`src/rtl/swip_pkg.sv`:
```
package swip_pkg;
    localparam int unsigned CLK_PERIOD_NS        = 25;
    localparam int unsigned THROT_INTERVAL_NS    = 1_720_000;
    localparam int unsigned THROT_INTERVAL_CYC   = THROT_INTERVAL_NS / CLK_PERIOD_NS;
    localparam int unsigned NUM_PORTS            = 3;
    localparam int unsigned NUM_CIR              = 24;
    localparam int unsigned CMD_LATENCY          = 2;

    localparam logic [12:0] IDX_BCAST  = 13'h1848;
    localparam logic [12:0] IDX_ADMIT  = 13'h1849;
    localparam logic [12:0] IDX_MCFG   = 13'h184a;
    localparam logic [12:0] IDX_CMD    = 13'h184b;
    localparam logic [12:0] IDX_STS    = 13'h184c;
    localparam logic [12:0] IDX_WDATA  = 13'h184d;
    localparam logic [12:0] IDX_RDATA  = 13'h184e;

    localparam int BT_EN_POS  [3] = '{8, 17, 26};
    localparam int BT_LVL_LSB [3] = '{0, 9, 18};
    localparam int MCFG_EN_BIT     = 0;
    localparam int MCFG_MODE_LSB   = 1;
    localparam int CMD_DIR_BIT     = 7;
    localparam int CMD_SEL_LSB     = 5;
    localparam int CMD_ADDR_LSB    = 0;
    localparam int STS_PEND_BIT    = 0;

    localparam logic [31:0] BT_MASK    = 32'h07ff_ffff;
    localparam logic [31:0] ADMIT_MASK = 32'h0000_0007;
    localparam logic [31:0] MCFG_MASK  = 32'h0000_0007;
    localparam logic [31:0] CMD_MASK   = 32'h0000_00ff;
    localparam logic [31:0] DATA_MASK  = 32'h0000_ffff;
    localparam logic [31:0] BT_RESET   = 32'h0008_0402;
    localparam logic [15:0] BURST_RESET = 16'h0600;
    localparam logic [15:0] CIR_RESET   = 16'h0014;

    typedef enum logic [1:0] {
        MODE_PORT_PRIO,
        MODE_PORT,
        MODE_PRIO,
        MODE_RSVD
    } swip_mode_type;

    typedef enum logic [1:0] {
        SEL_RSVD,
        SEL_CIR,
        SEL_CBS,
        SEL_EBS
    } swip_sel_type;

    function automatic logic [31:0] swip_merge(input logic [31:0] old_v,
        input logic [31:0] new_v, input logic [3:0] strb, input logic [31:0] mask);
        logic [31:0] r;
        r = old_v;
        for (int b = 0; b < 4; b++) begin
            if (strb[b]) r[8*b +: 8] = new_v[8*b +: 8];
        end
        return r & mask;
    endfunction

    function automatic logic swip_mapped(input logic [12:0] idx);
        return idx >= IDX_BCAST && idx <= IDX_RDATA;
    endfunction
endpackage

```
`src/rtl/swip_table_if.sv`:
```
`timescale 1ns/1ps
interface swip_table_if;
    import swip_pkg::*;
    logic         req;
    logic         rd;
    swip_sel_type sel;
    logic [4:0]   addr;
    logic [15:0]  wdata;
    logic [15:0]  rdata;
    logic         done;
    logic [4:0]   lk_idx;
    logic [15:0]  lk_cir;
    logic [15:0]  cbs;
    logic [15:0]  ebs;
    modport ctrl  (output req, rd, sel, addr, wdata, lk_idx,
                   input rdata, done, lk_cir, cbs, ebs);
    modport store (input req, rd, sel, addr, wdata, lk_idx,
                   output rdata, done, lk_cir, cbs, ebs);
endinterface

```
`src/rtl/swip_meter_table.sv`:
```
`timescale 1ns/1ps
module swip_meter_table
    import swip_pkg::*;
(
    input  wire logic   mclk_i,
    input  wire logic   nrst_i,
    swip_table_if.store tbl
);
    logic [15:0] committed_rate_entry [NUM_CIR];
    logic [1:0]  wait_cnt;
    logic        busy;

    // fixed latency mimics the table living in slower shared ram
    always_ff @(posedge mclk_i) begin
        if (!nrst_i) begin
            busy     <= 1'b0;
            wait_cnt <= '0;
        end else if (tbl.req && !busy) begin
            busy     <= 1'b1;
            wait_cnt <= 2'(CMD_LATENCY - 1);
        end else if (busy && wait_cnt == '0) begin
            busy <= 1'b0;
        end else if (busy) begin
            wait_cnt <= wait_cnt - 2'd1;
        end
    end

    always_ff @(posedge mclk_i) begin
        if (!nrst_i) begin
            for (int i = 0; i < NUM_CIR; i++) committed_rate_entry[i] <= CIR_RESET;
            tbl.cbs   <= BURST_RESET;
            tbl.ebs   <= BURST_RESET;
            tbl.rdata <= '0;
            tbl.done  <= 1'b0;
        end else begin
            tbl.done <= busy && wait_cnt == '0;
            if (busy && wait_cnt == '0) begin
                unique case (tbl.sel)
                    SEL_CIR: begin
                        // out of range entries are dropped, read as zero
                        if (tbl.addr < 5'(NUM_CIR)) begin
                            if (tbl.rd) tbl.rdata <= committed_rate_entry[tbl.addr];
                            else committed_rate_entry[tbl.addr] <= tbl.wdata;
                        end else if (tbl.rd) begin
                            tbl.rdata <= '0;
                        end
                    end
                    SEL_CBS: begin
                        if (tbl.rd) tbl.rdata <= tbl.cbs;
                        else tbl.cbs <= tbl.wdata;
                    end
                    SEL_EBS: begin
                        if (tbl.rd) tbl.rdata <= tbl.ebs;
                        else tbl.ebs <= tbl.wdata;
                    end
                    SEL_RSVD: begin
                        if (tbl.rd) tbl.rdata <= '0;
                    end
                endcase
            end
        end
    end

    always_ff @(posedge mclk_i) begin
        if (!nrst_i) tbl.lk_cir <= '0;
        else tbl.lk_cir <= (tbl.lk_idx < 5'(NUM_CIR)) ? committed_rate_entry[tbl.lk_idx] : '0;
    end
endmodule

```
`src/rtl/swip_bcast_throttle.sv`:
```
`timescale 1ns/1ps
module swip_bcast_throttle
    import swip_pkg::*;
#(
    parameter int unsigned INTERVAL_CYCLES = THROT_INTERVAL_CYC
) (
    input  wire logic                  mclk_i,
    input  wire logic                  nrst_i,
    input  wire logic [2:0]            enable_i,
    input  wire logic [2:0][7:0]       level_i,
    input  wire logic [2:0]            pkt_start_i,
    input  wire logic [2:0][10:0]      pkt_bytes_i,
    output logic      [2:0]            drop_o
);
    logic [16:0]      div_cnt;
    logic             tick;
    logic [2:0][15:0] acc;

    assign tick = div_cnt == 17'(INTERVAL_CYCLES - 1);

    always_ff @(posedge mclk_i) begin
        if (!nrst_i) div_cnt <= '0;
        else if (tick) div_cnt <= '0;
        else div_cnt <= div_cnt + 17'd1;
    end

    // a packet starting on the boundary counts in the new interval
    always_ff @(posedge mclk_i) begin
        if (!nrst_i) begin
            acc    <= '0;
            drop_o <= '0;
        end else begin
            for (int p = 0; p < NUM_PORTS; p++) begin
                drop_o[p] <= pkt_start_i[p] && enable_i[p] && !tick
                             && acc[p] > {2'b00, level_i[p], 6'b00_0000};
                if (tick) begin
                    acc[p] <= pkt_start_i[p] ? 16'(pkt_bytes_i[p]) : '0;
                end else if (pkt_start_i[p] && enable_i[p]
                             && acc[p] <= {2'b00, level_i[p], 6'b00_0000}) begin
                    // saturate so a long interval cannot wrap back under budget
                    acc[p] <= (acc[p] > 16'hf800) ? 16'hffff
                              : acc[p] + 16'(pkt_bytes_i[p]);
                end
            end
        end
    end
endmodule

```
`src/rtl/swip_policing_regs.sv`:
```
`timescale 1ns/1ps
// What this block does
// - per-port broadcast throttle enable at bits 26, 17, 8; reset zero.
// - per-port 8-bit throttle level, 64-byte units per 1.72 ms; reset 02h.
// - per-port bits 2:0 admit packets from non-member ports to active VLANs.
// - metering mode 2:1: port+priority, port, priority, reserved; reset 00.
// - bit 0 enables metering, colouring and dropping; clear at reset.
// - writing the command register starts the indirect table access unless one is pending.
// - command bit 7 picks read (1) or write (0).
// - command bits 6:5 pick table: rate entry, committed or excess burst.
// - command bits 4:0 address one of 24 rate entries.
// - port-only mode: entries 0, 1, 2 serve ports 0, 1, 2.
// - priority-only mode: entry n serves priority n.
// - pending set while an access runs, cleared by hardware when done.
// - table entries are 16 bits; burst sizes reset to 0600h.
// - rate entry means (value+1) x 20 ns per byte; reset 0014h.
module swip_policing_regs
    import swip_pkg::*;
#(
    parameter int unsigned INTERVAL_CYCLES = THROT_INTERVAL_CYC
) (
    input  wire logic              mclk_i,
    input  wire logic              nrst_i,
    input  wire logic              s_axi_awvalid_i,
    output logic                   s_axi_awready_o,
    input  wire logic [15:0]       s_axi_awaddr_i,
    input  wire logic              s_axi_wvalid_i,
    output logic                   s_axi_wready_o,
    input  wire logic [31:0]       s_axi_wdata_i,
    input  wire logic [3:0]        s_axi_wstrb_i,
    output logic                   s_axi_bvalid_o,
    input  wire logic              s_axi_bready_i,
    output logic      [1:0]        s_axi_bresp_o,
    input  wire logic              s_axi_arvalid_i,
    output logic                   s_axi_arready_o,
    input  wire logic [15:0]       s_axi_araddr_i,
    output logic                   s_axi_rvalid_o,
    input  wire logic              s_axi_rready_i,
    output logic      [31:0]       s_axi_rdata_o,
    output logic      [1:0]        s_axi_rresp_o,
    input  wire logic [2:0]        bcast_start_i,
    input  wire logic [2:0][10:0]  bcast_bytes_i,
    output logic      [2:0]        bcast_drop_o,
    output logic      [2:0]        admit_nonmember_o,
    output logic                   meter_enable_o,
    output logic      [1:0]        meter_mode_o,
    input  wire logic [1:0]        lookup_port_i,
    input  wire logic [4:0]        lookup_prio_i,
    output logic      [15:0]       lookup_cir_o,
    output logic      [15:0]       committed_burst_o,
    output logic      [15:0]       excess_burst_o
);
    ////////////////////////////////////////////////////////////////////////////
    logic [31:0]      broadcast_throttle_cfg;
    logic [31:0]      nonmember_admit_cfg;
    logic [31:0]      ingress_meter_cfg;
    logic [31:0]      ingress_meter_table_cmd;
    logic [31:0]      meter_write_value;
    logic [31:0]      meter_read_value;
    logic             cmd_pending;
    logic             aw_held;
    logic             w_held;
    logic [12:0]      aw_idx;
    logic [31:0]      w_data;
    logic [3:0]       w_strb;
    logic             do_write;
    logic             ar_take;
    logic [12:0]      ar_idx;
    logic [31:0]      next_rdata;
    logic [2:0]       bt_enable;
    logic [2:0][7:0]  bt_level;
    logic [4:0]       next_lk_idx;
    swip_mode_type    cur_mode;

    swip_table_if tbl_if ();

    ////////////////////////////////////////////////////////////////////////////
    // write channel: address and data taken in either order
    assign do_write = aw_held && w_held && !s_axi_bvalid_o;
    assign ar_take  = s_axi_arvalid_i && s_axi_arready_o;
    assign ar_idx   = s_axi_araddr_i[14:2];

    always_ff @(posedge mclk_i) begin
        if (!nrst_i) begin
            s_axi_awready_o <= 1'b1;
            aw_held         <= 1'b0;
            aw_idx          <= '0;
        end else if (s_axi_awvalid_i && s_axi_awready_o) begin
            s_axi_awready_o <= 1'b0;
            aw_held         <= 1'b1;
            aw_idx          <= s_axi_awaddr_i[15] ? 13'h0000 : s_axi_awaddr_i[14:2];
        end else if (s_axi_bvalid_o && s_axi_bready_i) begin
            s_axi_awready_o <= 1'b1;
            aw_held         <= 1'b0;
        end
    end

    always_ff @(posedge mclk_i) begin
        if (!nrst_i) begin
            s_axi_wready_o <= 1'b1;
            w_held         <= 1'b0;
            w_data         <= '0;
            w_strb         <= '0;
        end else if (s_axi_wvalid_i && s_axi_wready_o) begin
            s_axi_wready_o <= 1'b0;
            w_held         <= 1'b1;
            w_data         <= s_axi_wdata_i;
            w_strb         <= s_axi_wstrb_i;
        end else if (s_axi_bvalid_o && s_axi_bready_i) begin
            s_axi_wready_o <= 1'b1;
            w_held         <= 1'b0;
        end
    end

    always_ff @(posedge mclk_i) begin
        if (!nrst_i) begin
            s_axi_bvalid_o <= 1'b0;
            s_axi_bresp_o  <= 2'h0;
        end else if (do_write) begin
            s_axi_bvalid_o <= 1'b1;
            s_axi_bresp_o  <= swip_mapped(aw_idx) ? 2'h0 : 2'h2;
        end else if (s_axi_bready_i) begin
            s_axi_bvalid_o <= 1'b0;
        end
    end

    ////////////////////////////////////////////////////////////////////////////
    // configuration registers; masks keep reserved bits at zero
    always_ff @(posedge mclk_i) begin
        if (!nrst_i) begin
            broadcast_throttle_cfg <= BT_RESET;
            nonmember_admit_cfg    <= '0;
            ingress_meter_cfg      <= '0;
            meter_write_value      <= '0;
        end else if (do_write) begin
            unique case (aw_idx)
                IDX_BCAST: broadcast_throttle_cfg <= swip_merge(broadcast_throttle_cfg,
                               w_data, w_strb, BT_MASK);
                IDX_ADMIT: nonmember_admit_cfg <= swip_merge(nonmember_admit_cfg,
                               w_data, w_strb, ADMIT_MASK);
                IDX_MCFG:  ingress_meter_cfg <= swip_merge(ingress_meter_cfg,
                               w_data, w_strb, MCFG_MASK);
                IDX_WDATA: meter_write_value <= swip_merge(meter_write_value,
                               w_data, w_strb, DATA_MASK);
                default: ;
            endcase
        end
    end

    ////////////////////////////////////////////////////////////////////////////
    // indirect command; a command written while one is pending is dropped
    always_ff @(posedge mclk_i) begin
        if (!nrst_i) begin
            ingress_meter_table_cmd <= '0;
            cmd_pending             <= 1'b0;
            tbl_if.req              <= 1'b0;
        end else begin
            tbl_if.req <= 1'b0;
            if (do_write && aw_idx == IDX_CMD && !cmd_pending) begin
                ingress_meter_table_cmd <= swip_merge(ingress_meter_table_cmd,
                                           w_data, w_strb, CMD_MASK);
                cmd_pending             <= 1'b1;
                tbl_if.req              <= 1'b1;
            end else if (tbl_if.done) begin
                cmd_pending <= 1'b0;
            end
        end
    end

    assign tbl_if.rd    = ingress_meter_table_cmd[CMD_DIR_BIT];
    assign tbl_if.sel   = swip_sel_type'(ingress_meter_table_cmd[CMD_SEL_LSB +: 2]);
    assign tbl_if.addr  = ingress_meter_table_cmd[CMD_ADDR_LSB +: 5];
    assign tbl_if.wdata = meter_write_value[15:0];

    // result register only moves on a completed read
    always_ff @(posedge mclk_i) begin
        if (!nrst_i) meter_read_value <= '0;
        else if (tbl_if.done && tbl_if.rd) meter_read_value <= {16'h0000, tbl_if.rdata};
    end

    ////////////////////////////////////////////////////////////////////////////
    // read channel
    always_comb begin
        next_rdata = '0;
        if (!s_axi_araddr_i[15]) begin
            unique case (ar_idx)
                IDX_BCAST: next_rdata = broadcast_throttle_cfg;
                IDX_ADMIT: next_rdata = nonmember_admit_cfg;
                IDX_MCFG:  next_rdata = ingress_meter_cfg;
                IDX_CMD:   next_rdata = ingress_meter_table_cmd;
                IDX_STS:   next_rdata = {31'h0000_0000, cmd_pending};
                IDX_WDATA: next_rdata = meter_write_value;
                IDX_RDATA: next_rdata = meter_read_value;
                default:   next_rdata = '0;
            endcase
        end
    end

    always_ff @(posedge mclk_i) begin
        if (!nrst_i) begin
            s_axi_arready_o <= 1'b1;
            s_axi_rvalid_o  <= 1'b0;
            s_axi_rdata_o   <= '0;
            s_axi_rresp_o   <= 2'h0;
        end else if (ar_take) begin
            s_axi_arready_o <= 1'b0;
            s_axi_rvalid_o  <= 1'b1;
            s_axi_rdata_o   <= next_rdata;
            s_axi_rresp_o   <= (!s_axi_araddr_i[15] && swip_mapped(ar_idx)) ? 2'h0 : 2'h2;
        end else if (s_axi_rvalid_o && s_axi_rready_i) begin
            s_axi_arready_o <= 1'b1;
            s_axi_rvalid_o  <= 1'b0;
        end
    end

    ////////////////////////////////////////////////////////////////////////////
    // configuration outputs, registered once more to stay flop-driven
    always_ff @(posedge mclk_i) begin
        if (!nrst_i) begin
            admit_nonmember_o <= '0;
            meter_enable_o    <= 1'b0;
            meter_mode_o      <= '0;
        end else begin
            admit_nonmember_o <= nonmember_admit_cfg[2:0];
            meter_enable_o    <= ingress_meter_cfg[MCFG_EN_BIT];
            meter_mode_o      <= ingress_meter_cfg[MCFG_MODE_LSB +: 2];
        end
    end

    ////////////////////////////////////////////////////////////////////////////
    // rate entry selection; reserved mode and metering off both use entry 0
    assign cur_mode = swip_mode_type'(ingress_meter_cfg[MCFG_MODE_LSB +: 2]);

    always_comb begin
        next_lk_idx = '0;
        if (ingress_meter_cfg[MCFG_EN_BIT]) begin
            unique case (cur_mode)
                MODE_PORT_PRIO: next_lk_idx = {lookup_port_i, lookup_prio_i[2:0]};
                MODE_PORT:      next_lk_idx = {3'b000, lookup_port_i};
                MODE_PRIO:      next_lk_idx = lookup_prio_i;
                MODE_RSVD:      next_lk_idx = '0;
            endcase
        end
    end

    assign tbl_if.lk_idx = next_lk_idx;

    always_ff @(posedge mclk_i) begin
        if (!nrst_i) begin
            lookup_cir_o      <= CIR_RESET;
            committed_burst_o <= BURST_RESET;
            excess_burst_o    <= BURST_RESET;
        end else begin
            lookup_cir_o      <= tbl_if.lk_cir;
            committed_burst_o <= tbl_if.cbs;
            excess_burst_o    <= tbl_if.ebs;
        end
    end

    swip_meter_table u_table (
        .mclk_i (mclk_i),
        .nrst_i (nrst_i),
        .tbl    (tbl_if)
    );

    ////////////////////////////////////////////////////////////////////////////
    // broadcast throttling
    always_comb begin
        for (int p = 0; p < NUM_PORTS; p++) begin
            bt_enable[p] = broadcast_throttle_cfg[BT_EN_POS[p]];
            bt_level[p]  = broadcast_throttle_cfg[BT_LVL_LSB[p] +: 8];
        end
    end

    swip_bcast_throttle #(
        .INTERVAL_CYCLES (INTERVAL_CYCLES)
    ) u_throttle (
        .mclk_i      (mclk_i),
        .nrst_i      (nrst_i),
        .enable_i    (bt_enable),
        .level_i     (bt_level),
        .pkt_start_i (bcast_start_i),
        .pkt_bytes_i (bcast_bytes_i),
        .drop_o      (bcast_drop_o)
    );
endmodule

```
`config.mk`:
```
export PLATFORM = sky130hd
export DESIGN_NAME = swip_policing_regs
export DESIGN_NICKNAME = d
export VERILOG_FILES = /design/src/rtl/swip_pkg.sv /design/src/rtl/swip_table_if.sv /design/src/rtl/swip_meter_table.sv /design/src/rtl/swip_bcast_throttle.sv /design/src/rtl/swip_policing_regs.sv
export SDC_FILE = /design/constraint.sdc
export NUM_CORES = 2
export LEC_CHECK = 0
export ABC_AREA = 1
export BUFFER_PORTS_ARGS = -buffer_cell sky130_fd_sc_hd__buf_4
export CAP_MARGIN = 20
export CORE_UTILIZATION = 35
export DETAILED_ROUTE_END_ITERATION = 10
export MAX_ROUTING_LAYER = met4
export SLEW_MARGIN = 10
export SYNTH_ARGS = -nofsm -noshare
export SYNTH_HDL_FRONTEND = slang
export SYNTH_SLANG_ARGS = --single-unit
```
`constraint.sdc`:
```
create_clock -name mclk_i -period 3.6 [get_ports mclk_i]
set_input_delay 1.08 -clock mclk_i [delete_from_list [all_inputs] [get_ports mclk_i]]
set_output_delay 1.08 -clock mclk_i [all_outputs]
set_load 0.005 [all_outputs]
```
======== Word-level counts from Yosys, hierarchy flattened ========
Memories as Yosys holds them, arrays and structs flattened. A register that Yosys moved wholly into a read port is not among the register bits.
Index checks and enable logic that the tools add are counted.
storage, ports and cells
  register bits ........................... 336
  bits in writable memories ............... 384
  output and inout port bits .............. 98
  memories kept ........................... 1
memory list
  name                          depth  width  read ports  clocked after Yosys merged registers in  wr ports  RTL line               RTL
  u_table.committed_rate_entry  24     16     2           2                                        24        swip_meter_table.sv:9  logic [15:0] committed_rate_entry [NUM_CIR];
operators by class
  $add $sub $neg .......................... 5
  magnitude comparators ................... 15
  equal/unequal tests ..................... 23
  multiplexer cells ....................... 57
  bitwise gates (word level) .............. 3
  reduce and logical (&&, ||, !) cells .... 64
operator list
  cell                   number
  $mux 16                15
  $pmux 27 s7            1
  $eq 13x13->1 const B   12
  $pmux 16 s4            1
  $add 16x11->16         3
  $gt 16x14->1           3
  $gt 16x16->1 const B   3
  $le 16x14->1           3
  $mux 11                3
  $reduce_and 3->1       10
  $mux 1                 28
  $logic_and 1x1->1      27
  $mux 27                1
  $ge 13x13->1 const B   2
  $le 13x13->1 const B   2
  $mux 5                 4
  $pmux 5 s4             1
  $reduce_bool 2->1      10
  $add 17x1->17 const B  1
  $eq 17x17->1 const B   1
  $reduce_or 16->1       1
  $mux 13                1
  $lt 5x5->1 const B     2
  $eq 2x2->1 const B     4
  other kinds (12)       28

======== Logic depth before layout (Yosys ltp) ========
  depth after elaboration ................. 8
  depth in mapped cells ................... 13
  depth with buffers taken out ............ 13

======== By module ========
From an unflattened synthesis, not the netlist that was laid out.
second synthesis, totals
  cell total of the unflattened synthesis .. 5,893
  area total of the unflattened synthesis .. 44,137.3 um2
by module, submodules not included
  module               times used  cells each  area an instance (um2)
  swip_meter_table     1           3,660       29,353.2
  swip_policing_regs   1           1,080       8,194.1
  swip_bcast_throttle  1           1,153       6,590.1

======== Worst setup path after synthesis ========
No wires, ideal clock.
  kind .................................... input -> register
  from .................................... in nrst_i
  to ...................................... mem u_table.committed_rate_entry[11][0] (enable)
  library setup time ...................... 372 ps
  arrival ................................. 2,392 ps
  data required time ...................... 3,228 ps
  path slack .............................. 836 ps
  cell stages on the path ................. 11
  path buffers ............................ 1
  cells stage by stage .................... inv_1 -> nor2_1 -> nand2_1 -> inv_2 -> nand2_2 -> nor2_2 -> inv_2 -> nor2_1 -> inv_2 -> buf_6 -> nand2_1
RTL lines
  what             RTL line                  RTL
  start, declared  swip_policing_regs.sv:23  input wire logic nrst_i,
  end, declared    swip_meter_table.sv:9

======== Final worst setup path ========
  from .................................... reg ingress_meter_cfg[1]
  to ...................................... reg u_table.tbl.lk_cir[10], read port of u_table.committed_rate_entry
between the ends
  word-level cells in the longest chain between the ends .. 6
  elaborated cells between the ends (all ways) .. 9
RTL lines
  what                                      RTL line                   RTL
  start, declared                           swip_policing_regs.sv:56   logic [31:0] ingress_meter_cfg;
  start signal, assigned                    swip_policing_regs.sv:141  IDX_MCFG: ingress_meter_cfg <= swip_merge(ingress_meter_cfg,
  $eq 2x2->1, or another cell as far along  swip_policing_regs.sv:237  unique case (cur_mode)
  $pmux 5 s4 (*)                            swip_policing_regs.sv:237
  $mux 5 (*)                                swip_policing_regs.sv:236  if (ingress_meter_cfg[MCFG_EN_BIT]) begin
  $lt 5x5->1                                swip_meter_table.sv:66     else tbl.lk_cir <= (tbl.lk_idx < 5'(NUM_CIR)) ? committed_rate_entry[tbl.lk_idx] : '0;
  $reduce_and 2->1 (no line)                -
  $logic_not 1->1 (no line)                 -
  end, declared                             swip_table_if.sv:18        output rdata, done, lk_cir, cbs, ebs);
Every way passes the cells marked *; elsewhere a longest branch is shown, timed or not.
A chain may end at the register's enable or synchronous reset.

==> flow_summary.yaml <==
finish:
  fin_cells: 8232
  final_cell_area_sq_mm: 0.0536
  area_growth_pct: 16.5
  nFillCells: 13200
  drive_gt1_frac: 0.0896
  nets: 6579
placed_design:
  gp_congestion: 0.921
  place_area_sq_mm: 0.0503
  dp_cells: 8043
  io_buffers: 199
  hpwl_um: 106000
global_routing:
  grt_pass1_wl_um: 239000
  antenna_found_initial: 9
  grt_use_total: 0.243
  grt_max_degree: 141
  overflow: 0
  grt_pass1_vias: 39800
pwr:
  swShare: 0.233
  intPower_uw: 17100
  power_uw: 22300
  p_clk_frac: 0.457
  power.switching_uw: 5190
  irDropWorstVdd_mv: 0.369
  p_leak_uw: 0.0233
  seqPwrFrac: 0.489
  combPwrFrac: 0.054
  power_density_mw_per_mm2: 415
clock_tree:
  clk_path_buf_depth: 3
  cts_tree: "done"
  cts_sinks: 862
  insertion_delay_ns: 0.73
  cts.reportedPaths.clkPinSlew_ns: 0.06
  numCtsBuffers: 95
  cts_root_buf: "clkbuf_16"
  cts_hold_buf: 0
  post_cts_resized: 0
  htreeDepth: 3
  post_cts_buffers: 0
synthesis:
  synth_top_cell_area_share: 0.334
  yosysSeqAreaShare: 0.486
  synth_seq_cells: 862
  yosysMostFrequentCell: "nand2_1"
  synthTopCellsByCount: "nand2_1, nand3_1, inv_1"
  ys_types: 44
  syn_inst: 6199
  synth_area_leaders: "edfxtp_1, dfxtp_1, nand3_1"
  async_reset_ff_frac: 0
  yosys.area.top_type: "edfxtp_1"
  synth_warnings: 0
  synth-edff-count: 512
  netlist_area_sq_mm: 0.0460
  synth-main-ff-cell: "edfxtp_1"
  postSynthAreaPerCell_sq_um: 7.43
sta:
  rsz0062_at_grt: "no"
  fmax_mhz: 327
  fin_crit_ns: 3.06
  finalSetupTns_ns: 0
  worstMarginPinSlew_ns: 0.926
  slew_headroom: 0.383
  fin_worst_skew_ns: 0.0348
  whs_ns: 0.415
  fin_crit_sh: 0.850
  setup_viol: 0
  finalHoldViolations: 0
  report.final.slew_viol_count: 0
flow_run:
  maxCapViolCount: 0
route:
  vias: 42800
  route.detailed.drc: 0
  wire_per_inst_um: 19.4
  drtIter0Drc: 4817
  ant_nets: 0
  via_per_inst: 5.19
  wirelength_um: 160000
  first_pass_iters: 8
die:
  ios: 216
  die-area_sq_mm: 0.133
  start_util: 0.354
  core_area_sq_mm: 0.130
  die_x_um: 365
  die_h_um: 365
  rows: 132
worst_setup_path:
  critPathArrivalTime_ns: 3.64
  path_class: "reg -> reg"
  cp_common_cell: "nand3_1"
  required_ns: 4.18
  critPathMaxFanout: 33
  crit_slowest_cell: "dfxtp_1"
  cp-end-kind: "flip-flop"
  slowest_delay_ns: 0.75
  start_kind: "flip-flop"
  crit_chain: "buf_4 > inv_1 > nand3_4 > nand2_8 > buf_12 > buf_4 > nand2_1 > nand3_1 > nand3_1 > nand3_1 > nand3_1 > nand2_1 > nor2_1"
hold_path:
  hp-class: "reg -> reg"
outcome:
  status: "finished clean"
metal layers:
layer | part of all wire | wire length, um | track usage | vias up
met5 | 0 | 0 | - | -
li1 | - | - | - | 20500
met2 | 0.46 | 72700 | 0.375 | 1900
met1 | 0.42 | 67300 | 0.317 | 20100
met4 | 0.035 | 5570 | 0.0880 | 0
met3 | 0.089 | 14100 | 0.0433 | 305
metrics by stage:
| stage | setup WS (ns) | utilization |
|---|---|---|
| final | 0.541 | 0.412 |
| after global placement | 0.376 | 0.387 |
| after CTS | 0.597 | 0.412 |
| after global routing | 0.409 | 0.412 |
| after detailed placement | 0.371 | 0.387 |
| after floorplan | 0.836 | - |
area by class of cell:
type	instances	area [sq um]	share of cell area
Sequential cell	862	22400	0.418
Multi-Input combinational cell	4279	19500	0.364
Timing Repair Buffer	349	3200	0.0597
Inverter	812	3060	0.0570
Clock buffer	132	2720	0.0508
Tap cell	1742	2180	0.0407
Clock inverter	48	526	0.00980
Antenna cell	8	20.0	0.000373
layout by cell type, fill, tap and decap left out, drive strengths merged, types with 10 or more instances in the layout:
master / Yosys / routed
nand2: 1471 / 1471
nand3: 1174 / 1174
inv: 791 / 798
nor2: 742 / 742
edfxtp: 512 / 512
dfxtp: 350 / 350
buf: 178 / 348
o21ai: 245 / 245
a21oi: 229 / 229
conb: 1 / 135
clkbuf: 202 / 133
ha: 59 / 59
o211ai: 47 / 47
clkinv: 21 / 43
nor3: 32 / 32
a211oi: 31 / 31
nand4: 25 / 25
nand3b: 23 / 23
o22ai: 16 / 16
clkinvlp: 0 / 11
nor4: 10 / 10
final timing paths:
check	startpoint	endpoint	slack, ns	depth (start not counted)
worst max-delay path	ingress_meter_cfg[1]	u_table.tbl.lk_cir[10]	0.54	13
worst min register to register	u_table.tbl.lk_cir[7]	lookup_cir_o[7]	0.41	2
worst max register to register	ingress_meter_cfg[1]	u_table.tbl.lk_cir[10]	0.54	13
worst min-delay path	u_table.tbl.lk_cir[7]	lookup_cir_o[7]	0.41	2
state kept, by name (all words and copies together) (netlist names), 8 cells and up, named ones only:
register and count:
u_table.committed_rate_entry 512, u_throttle.acc 48, broadcast_throttle_cfg 27, s_axi_rdata_o 27
w_data 27, u_throttle.div_cnt 17, committed_burst_o 16, excess_burst_o 16
lookup_cir_o 16, meter_read_value 16, meter_write_value 16, u_table.tbl.cbs 16
u_table.tbl.ebs 16, u_table.tbl.lk_cir 16, u_table.tbl.rdata 16, aw_idx 13
ingress_meter_table_cmd 8
power groups by stage:
stage | Clock, uW | Combinational (uW) | Sequential [uW]
after floorplan | 0 | 736 | 11000
after global placement | 0 | 1160 | 11100
after detailed placement | 0 | 1180 | 11100
after CTS | 10300 | 1190 | 10900
after global routing | 10700 | 1340 | 10900
final | 10200 | 1200 | 10900
cell families (layout without fill, tap and decap cells):
kind of cell | after synthesis | after routing | share of synthesized area
flip-flops | 862 | 862 | 0.486
adder cells (fa/ha/maj) | 62 | 62 | 0.0173
AO/OA/AOI/OAI | 584 | 584 | 0.0693
buffers and inverters | 1192 | 1341 | 0.102
other | 1 | 143 | 0.0000815
AND/OR/NAND/NOR | 3494 | 3494 | 0.325
XOR/XNOR | 4 | 4 | 0.000761
worst max-delay path: cells and delay by family, from the launching register on:
family        cells  cell delay, ns
buf+inv           4            0.78
flops             1            0.75
simple gates      9            1.38
Power figures use the tool's default switching activity.
